$ cat config.mk
export PLATFORM = sky130hd
export DESIGN_NAME = phy_mii_line_latency
export DESIGN_NICKNAME = d
export VERILOG_FILES = /design/src/pkg/phy_lat_pkg.sv /design/src/pkg/nib_stream_if.sv /design/src/nib_fifo.sv /design/src/phy_mii_line_latency.sv
export SDC_FILE = /design/constraint.sdc
export NUM_CORES = 1
export LEC_CHECK = 0
export BUFFER_PORTS_ARGS = -buffer_cell sky130_fd_sc_hd__buf_4
export CAP_MARGIN = 20
export CORE_UTILIZATION = 45
export CTS_BUF_LIST = sky130_fd_sc_hd__clkbuf_8 sky130_fd_sc_hd__clkbuf_16
export CTS_CLUSTER_DIAMETER = 50
export DETAILED_ROUTE_END_ITERATION = 12
export PLACE_DENSITY = 0.63
export RECOVER_POWER = 25
export SYNTH_ARGS = -nofsm -noshare
export SYNTH_HDL_FRONTEND = slang
export SYNTH_HIERARCHICAL = 1
export SYNTH_SLANG_ARGS = --single-unit
$ cat constraint.sdc
create_clock -name clk -period 2.2 [get_ports clk]
set_input_delay 0.44 -clock clk [delete_from_list [all_inputs] [get_ports clk]]
set_output_delay 0.44 -clock clk [all_outputs]
set_load 0.02 [all_outputs]
$ cat src/pkg/phy_lat_pkg.sv
/*
  Constants for the transceiver latency block: clock rate, bit-time
  lengths, latency figures in bit times and pipeline offsets.
  Assumes a single 10 MHz core clock; the core, the MAC model and the bench import it.
*/
`default_nettype none

package phy_lat_pkg;

  // Core clock and bit times
  localparam int CLK_PERIOD_NS = 100;
  localparam int BT_100M_NS    = 10;
  localparam int BT_10M_NS     = 100;
  // Least times round up, never below one cycle
  localparam int BT_100M_RAW   = (BT_100M_NS + CLK_PERIOD_NS - 1)
                                 / CLK_PERIOD_NS;
  localparam int BT_10M_RAW    = (BT_10M_NS + CLK_PERIOD_NS - 1)
                                 / CLK_PERIOD_NS;
  localparam logic [3:0] BT_CYC_100M = (BT_100M_RAW < 1) ? 4'h1
                                       : 4'(BT_100M_RAW);
  localparam logic [3:0] BT_CYC_10M  = (BT_10M_RAW < 1) ? 4'h1
                                       : 4'(BT_10M_RAW);

  // Latency figures in bit times
  localparam int TX_J_BT      = 12;
  localparam int CRS_ON_BT    = 16;
  localparam int CRS_OFF_BT   = 23;
  localparam int COL_ON_BT    = 20;
  localparam int COL_OFF_BT   = 24;
  localparam int LOOP_CRS_BT  = 6;
  localparam int TX10_MAX_BT  = 6;
  localparam int RX10_MAX_BT  = 6;

  // Fixed pipeline outside the history taps
  localparam int TX_PIPE      = 1;
  localparam int LINE_PIPE    = 3;  // Two sync flops plus output flop

  // History lengths and taps
  localparam int TX_HIST      = TX_J_BT + 1;
  localparam int LINE_HIST    = COL_OFF_BT - LINE_PIPE + 1;
  localparam int TAP_TX_J     = TX_J_BT - TX_PIPE;
  localparam int TAP_LOOP     = LOOP_CRS_BT - TX_PIPE;
  localparam int TAP_CRS_ON   = CRS_ON_BT - LINE_PIPE;
  localparam int TAP_CRS_OFF  = CRS_OFF_BT - LINE_PIPE;
  localparam int TAP_COL_ON   = COL_ON_BT - LINE_PIPE;
  localparam int TAP_COL_OFF  = COL_OFF_BT - LINE_PIPE;

  // Transmit nibble buffer
  localparam int NIB_W        = 4;
  localparam int FIFO_DEPTH   = 4;
  localparam logic [2:0] NIB_LAST = 3'h3;

endpackage

`default_nettype wire

$ cat src/pkg/nib_stream_if.sv
/*
  Valid/ready nibble stream between the latency core and its buffer.
  Assumes both ends run on the same clock.
*/
`default_nettype none

interface nib_stream_if #(parameter int W = 4);
  logic         valid;
  logic         ready;
  logic [W-1:0] data;

  modport src (output valid, output data, input ready);
  modport snk (input valid, input data, output ready);
endinterface

`default_nettype wire

$ cat src/nib_fifo.sv
/*
  Small synchronous FIFO with valid/ready on both sides.
  Assumes one clock and a synchronous active-high reset; ready on the
  filling side comes straight from a register.
*/
`default_nettype none

module nib_fifo #(
  parameter int W     = 4,
  parameter int DEPTH = 4
) (
  input  wire logic   clk,
  input  wire logic   rst,
  nib_stream_if.snk   up,
  nib_stream_if.src   dn
);
  localparam int AW = $clog2(DEPTH);
  localparam logic [AW:0] FULL_CNT = (AW+1)'(DEPTH);
  localparam logic [AW-1:0] LAST_PTR = AW'(DEPTH - 1);

  typedef struct packed {
    logic [AW-1:0] wp;
    logic [AW-1:0] rp;
    logic [AW:0]   cnt;
    logic          room;
  } fifo_st_t;

  fifo_st_t     st;
  fifo_st_t     next_st;
  logic [W-1:0] mem [DEPTH];
  logic         push;
  logic         pop;

  // Handshakes on both sides
  assign push     = up.valid && st.room;
  assign pop      = dn.ready && (st.cnt != '0);
  assign up.ready = st.room;
  assign dn.valid = (st.cnt != '0);
  assign dn.data  = mem[st.rp];

  // Pointer and count update
  always_comb begin
    next_st = st;
    if (push) begin
      next_st.wp = (st.wp == LAST_PTR) ? '0 : st.wp + AW'(1);
    end
    if (pop) begin
      next_st.rp = (st.rp == LAST_PTR) ? '0 : st.rp + AW'(1);
    end
    if (push && !pop) begin
      next_st.cnt = st.cnt + (AW+1)'(1);
    end else if (pop && !push) begin
      next_st.cnt = st.cnt - (AW+1)'(1);
    end
    next_st.room = (next_st.cnt != FULL_CNT);
  end

  always_ff @(posedge clk) begin
    if (rst) begin
      st <= '{wp: '0, rp: '0, cnt: '0, room: 1'b1};
    end else begin
      st <= next_st;
    end
  end

  // Storage, written on accepted pushes only
  always_ff @(posedge clk) begin
    if (push) begin
      mem[st.wp] <= up.data;
    end
  end

endmodule

`default_nettype wire

$ cat src/phy_mii_line_latency.sv
/*
  Timing core of a dual-speed transceiver between the MII and the line.
  Generates the line start-delimiter strobe, carrier sense, collision,
  the 10 Mb/s serial transmit bit and the 10 Mb/s receive nibbles with
  fixed latencies counted in bit times.
  Assumes MII inputs come from logic on clk; line and strap pins are
  asynchronous and are synchronised here. Line delimiter inputs are
  one-bit-time pulses marking the first bit of J or T.
*/
`default_nettype none

// How it works
// - At 100 Mb/s the J strobe goes out 12 bit times after tx_en is first sampled high.
// - At 100 Mb/s carrier sense rises 16 bit times after a J arrives on the line.
// - At 100 Mb/s carrier sense falls 23 bit times after a T arrives on the line.
// - At 100 Mb/s collision rises 20 bit times after a J if a collision exists.
// - At 100 Mb/s collision falls 24 bit times after a T arrives on the line.
// - With repeater mode low, carrier sense rises 6 bit times after tx_en rises.
// - With repeater mode low, carrier sense falls 6 bit times after tx_en falls.
// - At 10 Mb/s the first transmit bit reaches the line output within 6 bit times of tx_en.
// - At 10 Mb/s received bits reach the MII nibble lines within 6 bit times.
module phy_mii_line_latency
  import phy_lat_pkg::*;
(
  input  wire logic             clk,
  input  wire logic             rst,
  input  wire logic             speed_100,
  input  wire logic             repeater_mode_select,
  input  wire logic             tx_en,
  input  wire logic [NIB_W-1:0] txd,
  output wire logic             tx_ready,
  input  wire logic             line_rx_j,
  input  wire logic             line_rx_t,
  input  wire logic             line_collision,
  input  wire logic             line_rx_carrier,
  input  wire logic             twisted_pair_rx_in,
  output logic                  line_tx_j,
  output logic                  twisted_pair_tx_out,
  output logic                  twisted_pair_tx_active,
  output logic                  crs,
  output logic                  col,
  output logic [NIB_W-1:0]      rxd,
  output logic                  rx_dv
);

  typedef struct packed {
    logic [1:0]           spd_s;
    logic [1:0]           repeater_mode_select_s;
    logic [1:0]           j_s;
    logic [1:0]           t_s;
    logic [1:0]           col_s;
    logic [1:0]           car_s;
    logic [1:0]           rd_s;
    logic [3:0]           div;
    logic [TX_HIST-1:0]   tx_h;
    logic [LINE_HIST-1:0] j_h;
    logic [LINE_HIST-1:0] t_h;
    logic                 crs_line;
    logic                 col_line;
    logic [NIB_W-1:0]     tx_sh;
    logic [2:0]           tx_n;
    logic [NIB_W-1:0]     rx_sh;
    logic [1:0]           rx_n;
    logic                 line_tx_j;
    logic                 tp_out;
    logic                 tp_active;
    logic                 crs;
    logic                 col;
    logic [NIB_W-1:0]     rxd;
    logic                 rx_dv;
  } core_st_t;

  core_st_t st;
  core_st_t next_st;
  logic     bt_tick;
  logic     fast;
  logic     loop_on;

  nib_stream_if #(.W(NIB_W)) up_if ();
  nib_stream_if #(.W(NIB_W)) dn_if ();

  // Transmit nibbles wait here at 10 Mb/s; MAC stalls on tx_ready
  nib_fifo #(.W(NIB_W), .DEPTH(FIFO_DEPTH)) u_tx_fifo (
    .clk (clk),
    .rst (rst),
    .up  (up_if.snk),
    .dn  (dn_if.src)
  );

  assign fast        = st.spd_s[1];
  assign loop_on     = !st.repeater_mode_select_s[1];
  assign bt_tick     = (st.div == 4'h0);
  assign up_if.valid = tx_en && !fast;
  assign up_if.data  = txd;
  assign dn_if.ready = !fast && bt_tick && (st.tx_n == 3'h0);
  assign tx_ready    = up_if.ready;

  // Next state of the whole core
  always_comb begin
    next_st = st;
    // Two-stage synchronisers for pins
    next_st.spd_s  = {st.spd_s[0], speed_100};
    next_st.repeater_mode_select_s = {st.repeater_mode_select_s[0], repeater_mode_select};
    next_st.j_s    = {st.j_s[0], line_rx_j};
    next_st.t_s    = {st.t_s[0], line_rx_t};
    next_st.col_s  = {st.col_s[0], line_collision};
    next_st.car_s  = {st.car_s[0], line_rx_carrier};
    next_st.rd_s   = {st.rd_s[0], twisted_pair_rx_in};
    // Bit-time divider reloads per active rate
    if (bt_tick) begin
      next_st.div = (fast ? BT_CYC_100M : BT_CYC_10M) - 4'h1;
    end else begin
      next_st.div = st.div - 4'h1;
    end
    next_st.line_tx_j = 1'b0;
    if (bt_tick) begin
      // Event histories, one step per bit time
      next_st.tx_h = {st.tx_h[TX_HIST-2:0], tx_en};
      next_st.j_h  = {st.j_h[LINE_HIST-2:0], st.j_s[1]};
      next_st.t_h  = {st.t_h[LINE_HIST-2:0], st.t_s[1]};
      if (fast) begin
        // J strobe on the rising edge of delayed tx_en
        next_st.line_tx_j = st.tx_h[TAP_TX_J]
                            && !st.tx_h[TAP_TX_J+1];
        if (st.j_h[TAP_CRS_ON]) begin
          next_st.crs_line = 1'b1;
        end else if (st.t_h[TAP_CRS_OFF]) begin
          next_st.crs_line = 1'b0;
        end
        if (st.j_h[TAP_COL_ON] && st.col_s[1]) begin
          next_st.col_line = 1'b1;
        end else if (st.t_h[TAP_COL_OFF]) begin
          next_st.col_line = 1'b0;
        end
        next_st.crs = next_st.crs_line
                      || (loop_on && st.tx_h[TAP_LOOP]);
        next_st.col = next_st.col_line;
      end else begin
        next_st.crs_line = 1'b0;
        next_st.col_line = 1'b0;
        next_st.crs = st.car_s[1]
                      || (loop_on && st.tx_h[TAP_LOOP]);
        next_st.col = st.col_s[1];
      end
    end
    // 10 Mb/s serial transmit, low bit first
    if (!fast && bt_tick) begin
      if (dn_if.valid && dn_if.ready) begin
        next_st.tp_out    = dn_if.data[0];
        next_st.tx_sh     = dn_if.data >> 1;
        next_st.tx_n      = NIB_LAST;
        next_st.tp_active = 1'b1;
      end else if (st.tx_n != 3'h0) begin
        next_st.tp_out    = st.tx_sh[0];
        next_st.tx_sh     = st.tx_sh >> 1;
        next_st.tx_n      = st.tx_n - 3'h1;
      end else begin
        next_st.tp_out    = 1'b0;
        next_st.tp_active = 1'b0;
      end
    end else if (fast) begin
      next_st.tp_out    = 1'b0;
      next_st.tp_active = 1'b0;
      next_st.tx_n      = 3'h0;
    end
    // 10 Mb/s receive, low bit first into nibbles
    if (fast || !st.car_s[1]) begin
      next_st.rx_n  = 2'h0;
      next_st.rx_dv = 1'b0;
      next_st.rxd   = '0;
    end else if (bt_tick) begin
      next_st.rx_sh = {st.rd_s[1], st.rx_sh[NIB_W-1:1]};
      next_st.rx_n  = st.rx_n + 2'h1;
      if (st.rx_n == 2'h3) begin
        next_st.rxd   = {st.rd_s[1], st.rx_sh[NIB_W-1:1]};
        next_st.rx_dv = 1'b1;
      end
    end
  end

  // Register the whole state
  always_ff @(posedge clk) begin
    if (rst) begin
      st <= '0;
    end else begin
      st <= next_st;
    end
  end

  // Outputs straight from state flops
  assign line_tx_j              = st.line_tx_j;
  assign twisted_pair_tx_out    = st.tp_out;
  assign twisted_pair_tx_active = st.tp_active;
  assign crs                    = st.crs;
  assign col                    = st.col;
  assign rxd                    = st.rxd;
  assign rx_dv                  = st.rx_dv;

endmodule

`default_nettype wire

=== After elaboration in Yosys (flattened, before gate mapping) ===
Memories as Yosys holds them, arrays and structs flattened. A register that Yosys moved wholly into a read port is not among the register bits.
Index checks and enable logic that the tools add are counted.

* Bits in registers: 104
* RAM bits: 16
* Output and inout port bits: 11
* Logic and storage cells: 103
* Memories: 1

{| class="wikitable"
|+ Memories
! memory !! words !! width !! rd ports !! clocked after memory_dff !! wr ports !! RTL line !! source
|-
| u_tx_fifo.mem || 4 || 4 || 1 || 1 || 1 || nib_fifo.sv:30 || <nowiki>logic [W-1:0] mem [DEPTH];</nowiki>
|}

* $add $sub $neg: 7
* Equality and inequality tests: 6
* Muxes and demuxes: 25
* Bitwise logic cells: 3
* Reduce and logical (&&, ||, !) cells: 33

{| class="wikitable"
|+ Operators with widths
! operator !! count
|-
| two-way mux 2 bit || 9
|-
| two-way mux 7 bit || 2
|-
| two-way mux 3 bit || 4
|-
| logical AND 1 bit || 10
|-
| two-way mux 1 bit || 10
|-
| AND reduction 2 bit || 5
|-
| adder 2 x 1 -> 2 bit, second input constant || 3
|-
| == test 2 bit, second input constant || 3
|-
| logical NOT 1 bit || 6
|-
| nonzero test 3 bit || 2
|-
| subtractor 3 x 1 -> 3 bit, second input constant || 2
|-
| logical NOT 4 bit || 1
|-
| nonzero test 2 bit || 2
|-
| OR reduction 2 bit || 2
|-
| subtractor 4 x 1 -> 4 bit, second input constant || 1
|-
| adder 3 x 1 -> 3 bit, second input constant || 1
|-
| logical NOT 3 bit || 1
|-
| logical OR 1 bit || 3
|-
| inequality test 3 x 1 -> 1 bit, second input constant || 1
|-
| inequality test 3 x 2 -> 1 bit, second input constant || 1
|-
| inequality test 3 bit, second input constant || 1
|-
| inverter 1 bit || 3
|-
| OR reduction 3 bit || 1
|}

=== Depth between registers and ports, before layout ===
Gate-level depths: netlist of the first run.

* Depth after elaboration: 8
* Mapped depth: 10

=== Hierarchy ===
The synthesis of the first run kept the hierarchy.

{| class="wikitable"
|+ Modules (own cells, without submodules)
! module !! times used !! cells each !! area an instance (um2)
|-
| phy_mii_line_latency || 1 || 400 || 3458.3
|-
| nib_fifo || 1 || 83 || 1158.6
|}

=== Worst setup path before layout of the first run ===
Ideal clock, no wire load.

* Kind: reg-to-reg
* Start: register st[82] (netlist name)
* End: register u_tx_fifo/st[3] (netlist name)
* Setup time: 0.120 ns
* Data arrival time: 2.000 ns
* Setup slack: 0.080 ns
* Stages on the path, launching flop included: 10
* Buffers on the path: 1
* Clock period less this slack: 2.120 ns
* Cells stage by stage: dfxtp_1 inv_1 ha_1 or3b_1 buf_2 nor3_2 inv_2 o211ai_1 a211oi_1 or2_1

* Longest elaborated chain between the ends: 7
* Elaborated cells on any way between the ends: 9
* Those cells by class: mux (2); reduce/logical (7)

{| class="wikitable"
|+ RTL lines
! what !! RTL line !! source
|-
| from (decl) || phy_mii_line_latency.sv:73 || <nowiki>core_st_t st;</nowiki>
|-
| from (signal assigned) || phy_mii_line_latency.sv:186 || <nowiki>st <= next_st;</nowiki>
|-
| logical NOT 4 bit (*) || phy_mii_line_latency.sv:92 || <nowiki>assign bt_tick = (st.div == 4'h0);</nowiki>
|-
| logical AND 1 bit (*) (2 in series) || phy_mii_line_latency.sv:95 || <nowiki>assign dn_if.ready = !fast && bt_tick && (st.tx_n == 3'h0);</nowiki>
|-
| via dn_if.ready || nib_stream_if.sv:9 || <nowiki>logic ready;</nowiki>
|-
| logical AND 1 bit (*) || nib_fifo.sv:36 || <nowiki>assign pop = dn.ready && (st.cnt != '0);</nowiki>
|-
| logical AND 1 bit / logical NOT 1 bit (equally long branches) || nib_fifo.sv:52, nib_fifo.sv:50 ||
|-
| two-way mux 3 bit / logical AND 1 bit (equally long branches) || nib_fifo.sv:52, nib_fifo.sv:50 ||
|-
| two-way mux 3 bit (*) || nib_fifo.sv:50 || <nowiki>if (push && !pop) begin</nowiki>
|-
| to (signal assigned) || nib_fifo.sv:60 || <nowiki>st <= '{wp: '0, rp: '0, cnt: '0, room: 1'b1};</nowiki>
|-
| to (signal assigned) || nib_fifo.sv:62 || <nowiki>st <= next_st;</nowiki>
|-
| to (decl) || nib_fifo.sv:28 || <nowiki>fifo_st_t st;</nowiki>
|}

Mark *: on every way through the listed nets, which the timed path passes. The rest lies on a longest branch.
A chain may end at the register's enable or synchronous reset.

=== Worst setup path after layout of the first run ===
* Start: register st[82] (netlist name)
* End: register u_tx_fifo/st[4] (netlist name)

* Longest elaborated chain between the ends: 4

{| class="wikitable"
|+ RTL lines
! what !! RTL line
|-
| logical NOT 4 bit || phy_mii_line_latency.sv:92
|-
| logical AND 1 bit (2 in series) || phy_mii_line_latency.sv:95
|-
| via dn_if.ready || nib_stream_if.sv:9
|-
| logical AND 1 bit || nib_fifo.sv:36
|}

The timed path passes the listed nets, and every way through them passes these cells.

==> results of run 1 <==
synth_stat cells, drive strengths merged, types with 3 or more instances:
cell type  instances
inv               14
edfxtp            16
nand2b             4
mux2i              7
nand3              4
a211oi             4
clkbuf            16
o21ai              7
nor2b             19
nand2            122
mux4               4
a311oi             3
nor2              14
dfxtp            104
a21oi             70
and3               8
buf               16
ha                13
nor3              14
critical path, cell delays in order, from the launching register on:
cell	delay, ps
dfxtp_1	320
inv_1	80
ha_1	150
or3b_2	460
nor3_2	170
buf_4	190
nand2_2	70
or3_1	320
a21oi_1	180
power groups by stage:
stage	Combinational [mW]	Clock, mW	Sequential, mW
floorplan	1.58	0	2.62
global placement	2.06	0	2.62
finish	2.08	2.69	2.58
detailed placement	2.09	0	2.62
global route	2.31	2.84	2.61
CTS	2.12	2.75	2.58
layer usage:
| metal | vias up | GRT usage (%) | wire length [um] |
|---|---|---|---|
| li1 | 1678 | - | - |
| met1 | 1515 | 22.51 | 4122 |
| met2 | 48 | 26.36 | 3886 |
| met3 | 8 | 6.250 | 234 |
| met4 | 0 | 7.801 | 108 |
| met5 | - | 0 | 0 |
cell families after synthesis:
group,after synthesis
AND/OR/NAND/NOR,198
adder cells (fa/ha/maj),13
flip-flops,120
multiplexers,11
AO/OA/AOI/OAI,93
buffers and inverters,46
XOR/XNOR,2
how the worst max path moves through the flow:
stage | endpoint
after floorplan | u_tx_fifo/st[3]$_SDFF_PP0_
after global placement | u_tx_fifo/st[3]$_SDFF_PP0_
after detailed placement | u_tx_fifo/st[3]$_SDFF_PP0_
after CTS | u_tx_fifo/st[4]$_SDFFE_PP0N_
after global routing | u_tx_fifo/st[3]$_SDFF_PP0_
final | u_tx_fifo/st[4]$_SDFFE_PP0N_
through the flow:
step | utilization (%) | worst slack [ps] | hold slack [ps] | area, um^2 | cells
floorplan | - | 79.96 | 413.8 | 4617 | 483
global placement | 49.80 | 250.8 | 425.1 | 4912 | 621
detailed placement | 49.80 | 200.3 | 426.3 | 4912 | 621
CTS | 55.76 | 164.2 | 107.2 | 5500 | 653
global route | 55.35 | 15.90 | 108.6 | 5460 | 653
finish | 55.35 | 179.5 | 128.7 | 5460 | 653
layout make-up:
class                      count  area share, %
sequential                   120          46.93
multi-input combinational    317          33.62
clock buffer                  20          8.547
timing repair buffer          37          4.629
tap                          133          3.048
clock inverter                12          2.223
inverter                      14          1.008
flip-flops by register name, indices dropped and copies added, names as in the netlist, 4 cells and up, named ones only:
name,count
u_tx_fifo/mem,16
rxd,4
st,76
next_st,7
u_tx_fifo/st,7
==> results.txt, run 1 <==
status: finished clean
Synth area leaders: dfxtp_1 (45%), edfxtp_1 (10%), nand2_1 (9.8%), a21oi_1 (7.5%), ha_1 (3.5%)
post-synth cell types: 53
clock skew: 8.519 ps
average size of a mapped cell: 9.559 um^2
Filler cells: 891
Post-synth top flop: dfxtp_1
CP Capture Type: flip-flop
hold_sp: repeater_mode_select
Crit. Startpoint: st[82]$_SDFF_PP0_
Reg-to-Reg Start: st[82]$_SDFF_PP0_
TritonCTS clock tree: done
Post-CTS Setup Repair Bufs: 0
multi-input logic area: 1836 um^2
commonest non-fill, non-tap cells in the layout: nand2_1 (121), dfxtp_1 (104), a21oi_1 (69)
CP required: 2630 ps
Net Count, Synth: 510
Final nets: 534
Post-synth ARST share: 0%
CTS root buf: clkbuf_8
Tmin final: 2020 ps
Tcrit/Tclk final: 91.84%
Synth top area share: 45.09%
via count of the routed design: 3,249
CTS sink cnt: 120
worst reg2reg path depth: 8
largest family of logic cells by synthesized area: simple AND/OR/NAND/NOR gates
DRT iter0 DRCs: 143
vias in the first global route: 2,964
first-pass GRT wire length: 13.97 mm
DRT Wirelength: 8.352 mm
largest area contributor in the netlist: dfxtp_1
Cells on Worst Hold Path: 2
initial antenna violation count: 0
post_cts resized: 0
Tot GR Track Use: 17.45%
P&R area growth vs syn: 18.27%
register area: 2562 um^2
pwr dens: 1346 nW/um^2
P_sw: 2.479 mW
final setup violation count: 0
Worst setup SP type: flip-flop
total of max-cap violations: 0
min-delay worst type: input port to flip-flop
slew of the pin with the lowest slew margin: 899.9 ps
critical setup path kind: flip-flop to flip-flop
total power draw: 7.350 mW
Seq/Total Area, Yosys: 55.50%
H-tree levels: 4
internal power: 4.871 mW
Setup TNS Final: 0 ps
die area: 10,670 um^2
max_slew headroom: 40.00%
maximum fanout along the worst path: 5
clock share of power: 36.6%
Num CTS Buffers: 17
Clock transition at path regs: 60 ps
Via density: 4.975
Warnings, synthesis: 6
Synth Area in XOR/XNOR: 0.3794%
Antenna Violating Nets Remaining: 0
flop2flop setup slack: 180 ps
Synth Area in Simple Gates: 20.81%
reg-to-reg endpoint: u_tx_fifo/st[4]$_SDFFE_PP0N_
Switching Fraction: 33.73%
Core Region: 9864 um^2
IO Pins: 25
power share of the combinational group: 28.2%
mux contribution to synthesized area: 3.469%
arrival time worst endpoint: 2450 ps
Worst VDD drop: 0.5981 mV
Detail Placement HPWL: 5.229 mm
hold endpoint: next_st[97]$_SDFF_PP0_
Final Max Tran Viols: 0
GRT Residual Overflow: 0
gpl congestion: 0.8229
DRC Markers: 0
cts hold-fix bufs: 0
antenna diode count: 0
Bufs on Longest Clock Path: 2
share of cells above drive strength 1: 15.77%
Mapped Cells: 483
Starting Density: 46.80%
IO Port Bufs: 24
post-synthesis cell area: 4617 um^2
worst-skew pair later-pin latency: 520 ps
adder-cell share of the synthesized area: 3.523%
RSZ-0062 raised after global routing: no
die width: 103.3 um
Final Hold Viols: 0
sequential power share: 35.1%
compound-gate portion of the synthesized area: 11.63%
Yosys reg bits: 120
drt pass-1 iters: 4
WL/cell: 12.79 um
commonest non-fill, non-tap cell in the layout: nand2_1
achievable frequency: 494.9 MHz
largest net degree at the start of global routing: 62
number of flops mapped to enable cells by yosys: 16
Site Rows: 36
Leak: 2.034 nW
die height: 103.3 um
No activity file was read; power rests on OpenSTA's default activity.
==> run 2: changes to the inputs <==
CTS_BUF_LIST = default   (was sky130_fd_sc_hd__clkbuf_8 sky130_fd_sc_hd__clkbuf_16)
==> run 2 against run 1 <==
Effect of this change: first-iteration DRC count shrank 6.3%; power is essentially flat; setup slack lost 4.3 ps; combinational power is essentially flat; routed wire length shrank 0.17%; final cell count is the same; register-to-register slack is essentially flat; final area is the same; critical path type unchanged; highest routed layer unchanged.
==> results.txt, run 2 (synthesized netlist as in run 1, its figures left out) <==
status: finished clean (unchanged)
power share of the combinational group: 28.2% (about the same)
max_slew headroom: 41.37% (was 40.00%)
arrival time worst endpoint: 2420 ps (was 2450 ps)
via count of the routed design: 3,235 (was 3,249)
Worst path slowest cell: or3b_2 (unchanged)
achievable frequency: 493.9 MHz (was 494.9 MHz)
Final Hold Viols: 0 (unchanged)
Biggest register: st (unchanged)
IO Port Bufs: 24 (unchanged)
worst-skew pair later-pin latency: 520 ps (about the same)
Core Region: 9864 um^2 (unchanged)
sequential power share: 35.1% (about the same)
internal power: 4.881 mW (was 4.871 mW)
Tot GR Track Use: 17.45% (unchanged)
largest net degree at the start of global routing: 62 (unchanged)
Final nets: 534 (unchanged)
min-delay worst type: input port to flip-flop (unchanged)
max FFs per register: 76 (unchanged)
Starting Density: 46.80% (unchanged)
CTS root buf: clkbuf_8 (unchanged)
WL/cell: 12.77 um (was 12.79 um)
Worst setup SP type: flip-flop (unchanged)
Antenna Violating Nets Remaining: 0 (unchanged)
Bufs on Longest Clock Path: 2 (unchanged)
first-pass GRT wire length: 13.97 mm (unchanged)
Setup TNS Final: 0 ps (unchanged)
CP Cell Sequence: inv_1, ha_1, or3b_2, nor3_2, buf_4, nand4_1, and4b_1, or2_1 (was inv_1, ha_1, or3b_2, nor3_2, buf_4, nand2_2, or3_1, a21oi_1)
critical path's largest stage delay: 460 ps (about the same)
GRT Residual Overflow: 0 (unchanged)
TritonCTS clock tree: done (unchanged)
IO Pins: 25 (unchanged)
Detail Placement HPWL: 5.229 mm (unchanged)
Clock transition at path regs: 60 ps (about the same)
critical setup path kind: flip-flop to flip-flop (unchanged)
P&R area growth vs syn: 18.27% (unchanged)
clock skew: 6.643 ps (was 8.519 ps)
clock share of power: 36.7% (was 36.6%)
post_cts resized: 0 (unchanged)
Min Hold Slack: 127.0 ps (was 128.7 ps)
Via density: 4.954 (was 4.975)
Num CTS Buffers: 17 (unchanged)
Worst VDD drop: 0.6002 mV (was 0.5981 mV)
CP Capture Type: flip-flop (unchanged)
pwr dens: 1347 nW/um^2 (was 1346 nW/um^2)
die area: 10,670 um^2 (unchanged)
die width: 103.3 um (unchanged)
die height: 103.3 um (unchanged)
total of max-cap violations: 0 (unchanged)
gpl congestion: 0.8229 (unchanged)
final setup violation count: 0 (unchanged)
CP required: 2600 ps (was 2630 ps)
DRT Wirelength: 8.338 mm (was 8.352 mm)
Leak: 2.026 nW (was 2.034 nW)
share of cells above drive strength 1: 15.77% (unchanged)
multi-input logic area: 1836 um^2 (unchanged)
CTS sink cnt: 120 (unchanged)
Final Max Tran Viols: 0 (unchanged)
cts hold-fix bufs: 0 (unchanged)
Post-CTS Setup Repair Bufs: 0 (unchanged)
register area: 2562 um^2 (unchanged)
Tcrit/Tclk final: 92.03% (was 91.84%)
RSZ-0062 raised after global routing: no (unchanged)
DRT iter0 DRCs: 134 (was 143)
slew of the pin with the lowest slew margin: 879.4 ps (was 899.9 ps)
Filler cells: 891 (unchanged)
commonest non-fill, non-tap cell in the layout: nand2_1 (unchanged)
biggest regs: st: 76 flops, u_tx_fifo/mem: 16 flops (unchanged)
initial antenna violation count: 0 (unchanged)
Tmin final: 2025 ps (was 2020 ps)
DRC Markers: 0 (unchanged)
vias in the first global route: 2,964 (unchanged)
H-tree levels: 4 (unchanged)
antenna diode count: 0 (unchanged)
Site Rows: 36 (unchanged)
Switching Fraction: 33.65% (was 33.73%)
maximum fanout along the worst path: 5 (unchanged)
P_sw: 2.475 mW (was 2.479 mW)
drt pass-1 iters: 4 (unchanged)
commonest non-fill, non-tap cells in the layout: nand2_1 (121), dfxtp_1 (104), a21oi_1 (69) (unchanged)
==> run 2: worst paths after layout <==
path,from,cells past startpoint,slack (ps),endpoint
worst max-delay path,st[82]$_SDFF_PP0_,8,180,u_tx_fifo/st[3]$_SDFF_PP0_
worst min-delay path,repeater_mode_select,2,130,next_st[97]$_SDFF_PP0_
worst min register to register,next_st[99]$_SDFF_PP0_,1,440,fast$_SDFF_PP0_
worst max register to register,st[82]$_SDFF_PP0_,8,180,u_tx_fifo/st[3]$_SDFF_PP0_
==> run 2: metal layers <==
layer,track usage (%),wire length [um],vias up
met4,7.801,141,0
met3,6.250,255,10
li1,-,-,1677
met2,26.36,3802,54
met5,0,0,-
met1,22.51,4139,1494
==> run 2: final cells by class <==
class / count / share of cell area (%)
clock buffer: 22 / 8.685
clock inverter: 10 / 2.085
inverter: 14 / 1.008
multi-input combinational: 317 / 33.62
sequential: 120 / 46.93
tap: 133 / 3.048
timing repair buffer: 37 / 4.629
==> run 2: worst max-delay path: cells and delay by family (launching register included) <==
kind	cells	cell delay (ps)
simple gates	5	1180
flops	1	320
buf+inv	2	260
fa+ha+maj	1	150
==> run 2: metrics by stage <==
step	instances	total power, mW	setup slack (ps)	cell area (um^2)	util, %
6_report	653	7.356	175.3	5460	55.35
5_1_grt	653	7.768	15.90	5460	55.35
4_1_cts	653	7.458	164.2	5500	55.76
3_5_place_dp	621	4.714	200.3	4912	49.80
3_3_place_gp	621	4.674	250.8	4912	49.80
2_1_floorplan	483	4.208	79.96	4617	-
==> run 2: power by group through the flow <==
stage / registers [mW] / logic (mW) / clock network, mW
after floorplan: 2.62 / 1.58 / 0
after global placement: 2.62 / 2.06 / 0
after detailed placement: 2.62 / 2.09 / 0
after CTS: 2.58 / 2.12 / 2.76
after global routing: 2.61 / 2.31 / 2.85
final: 2.58 / 2.07 / 2.70
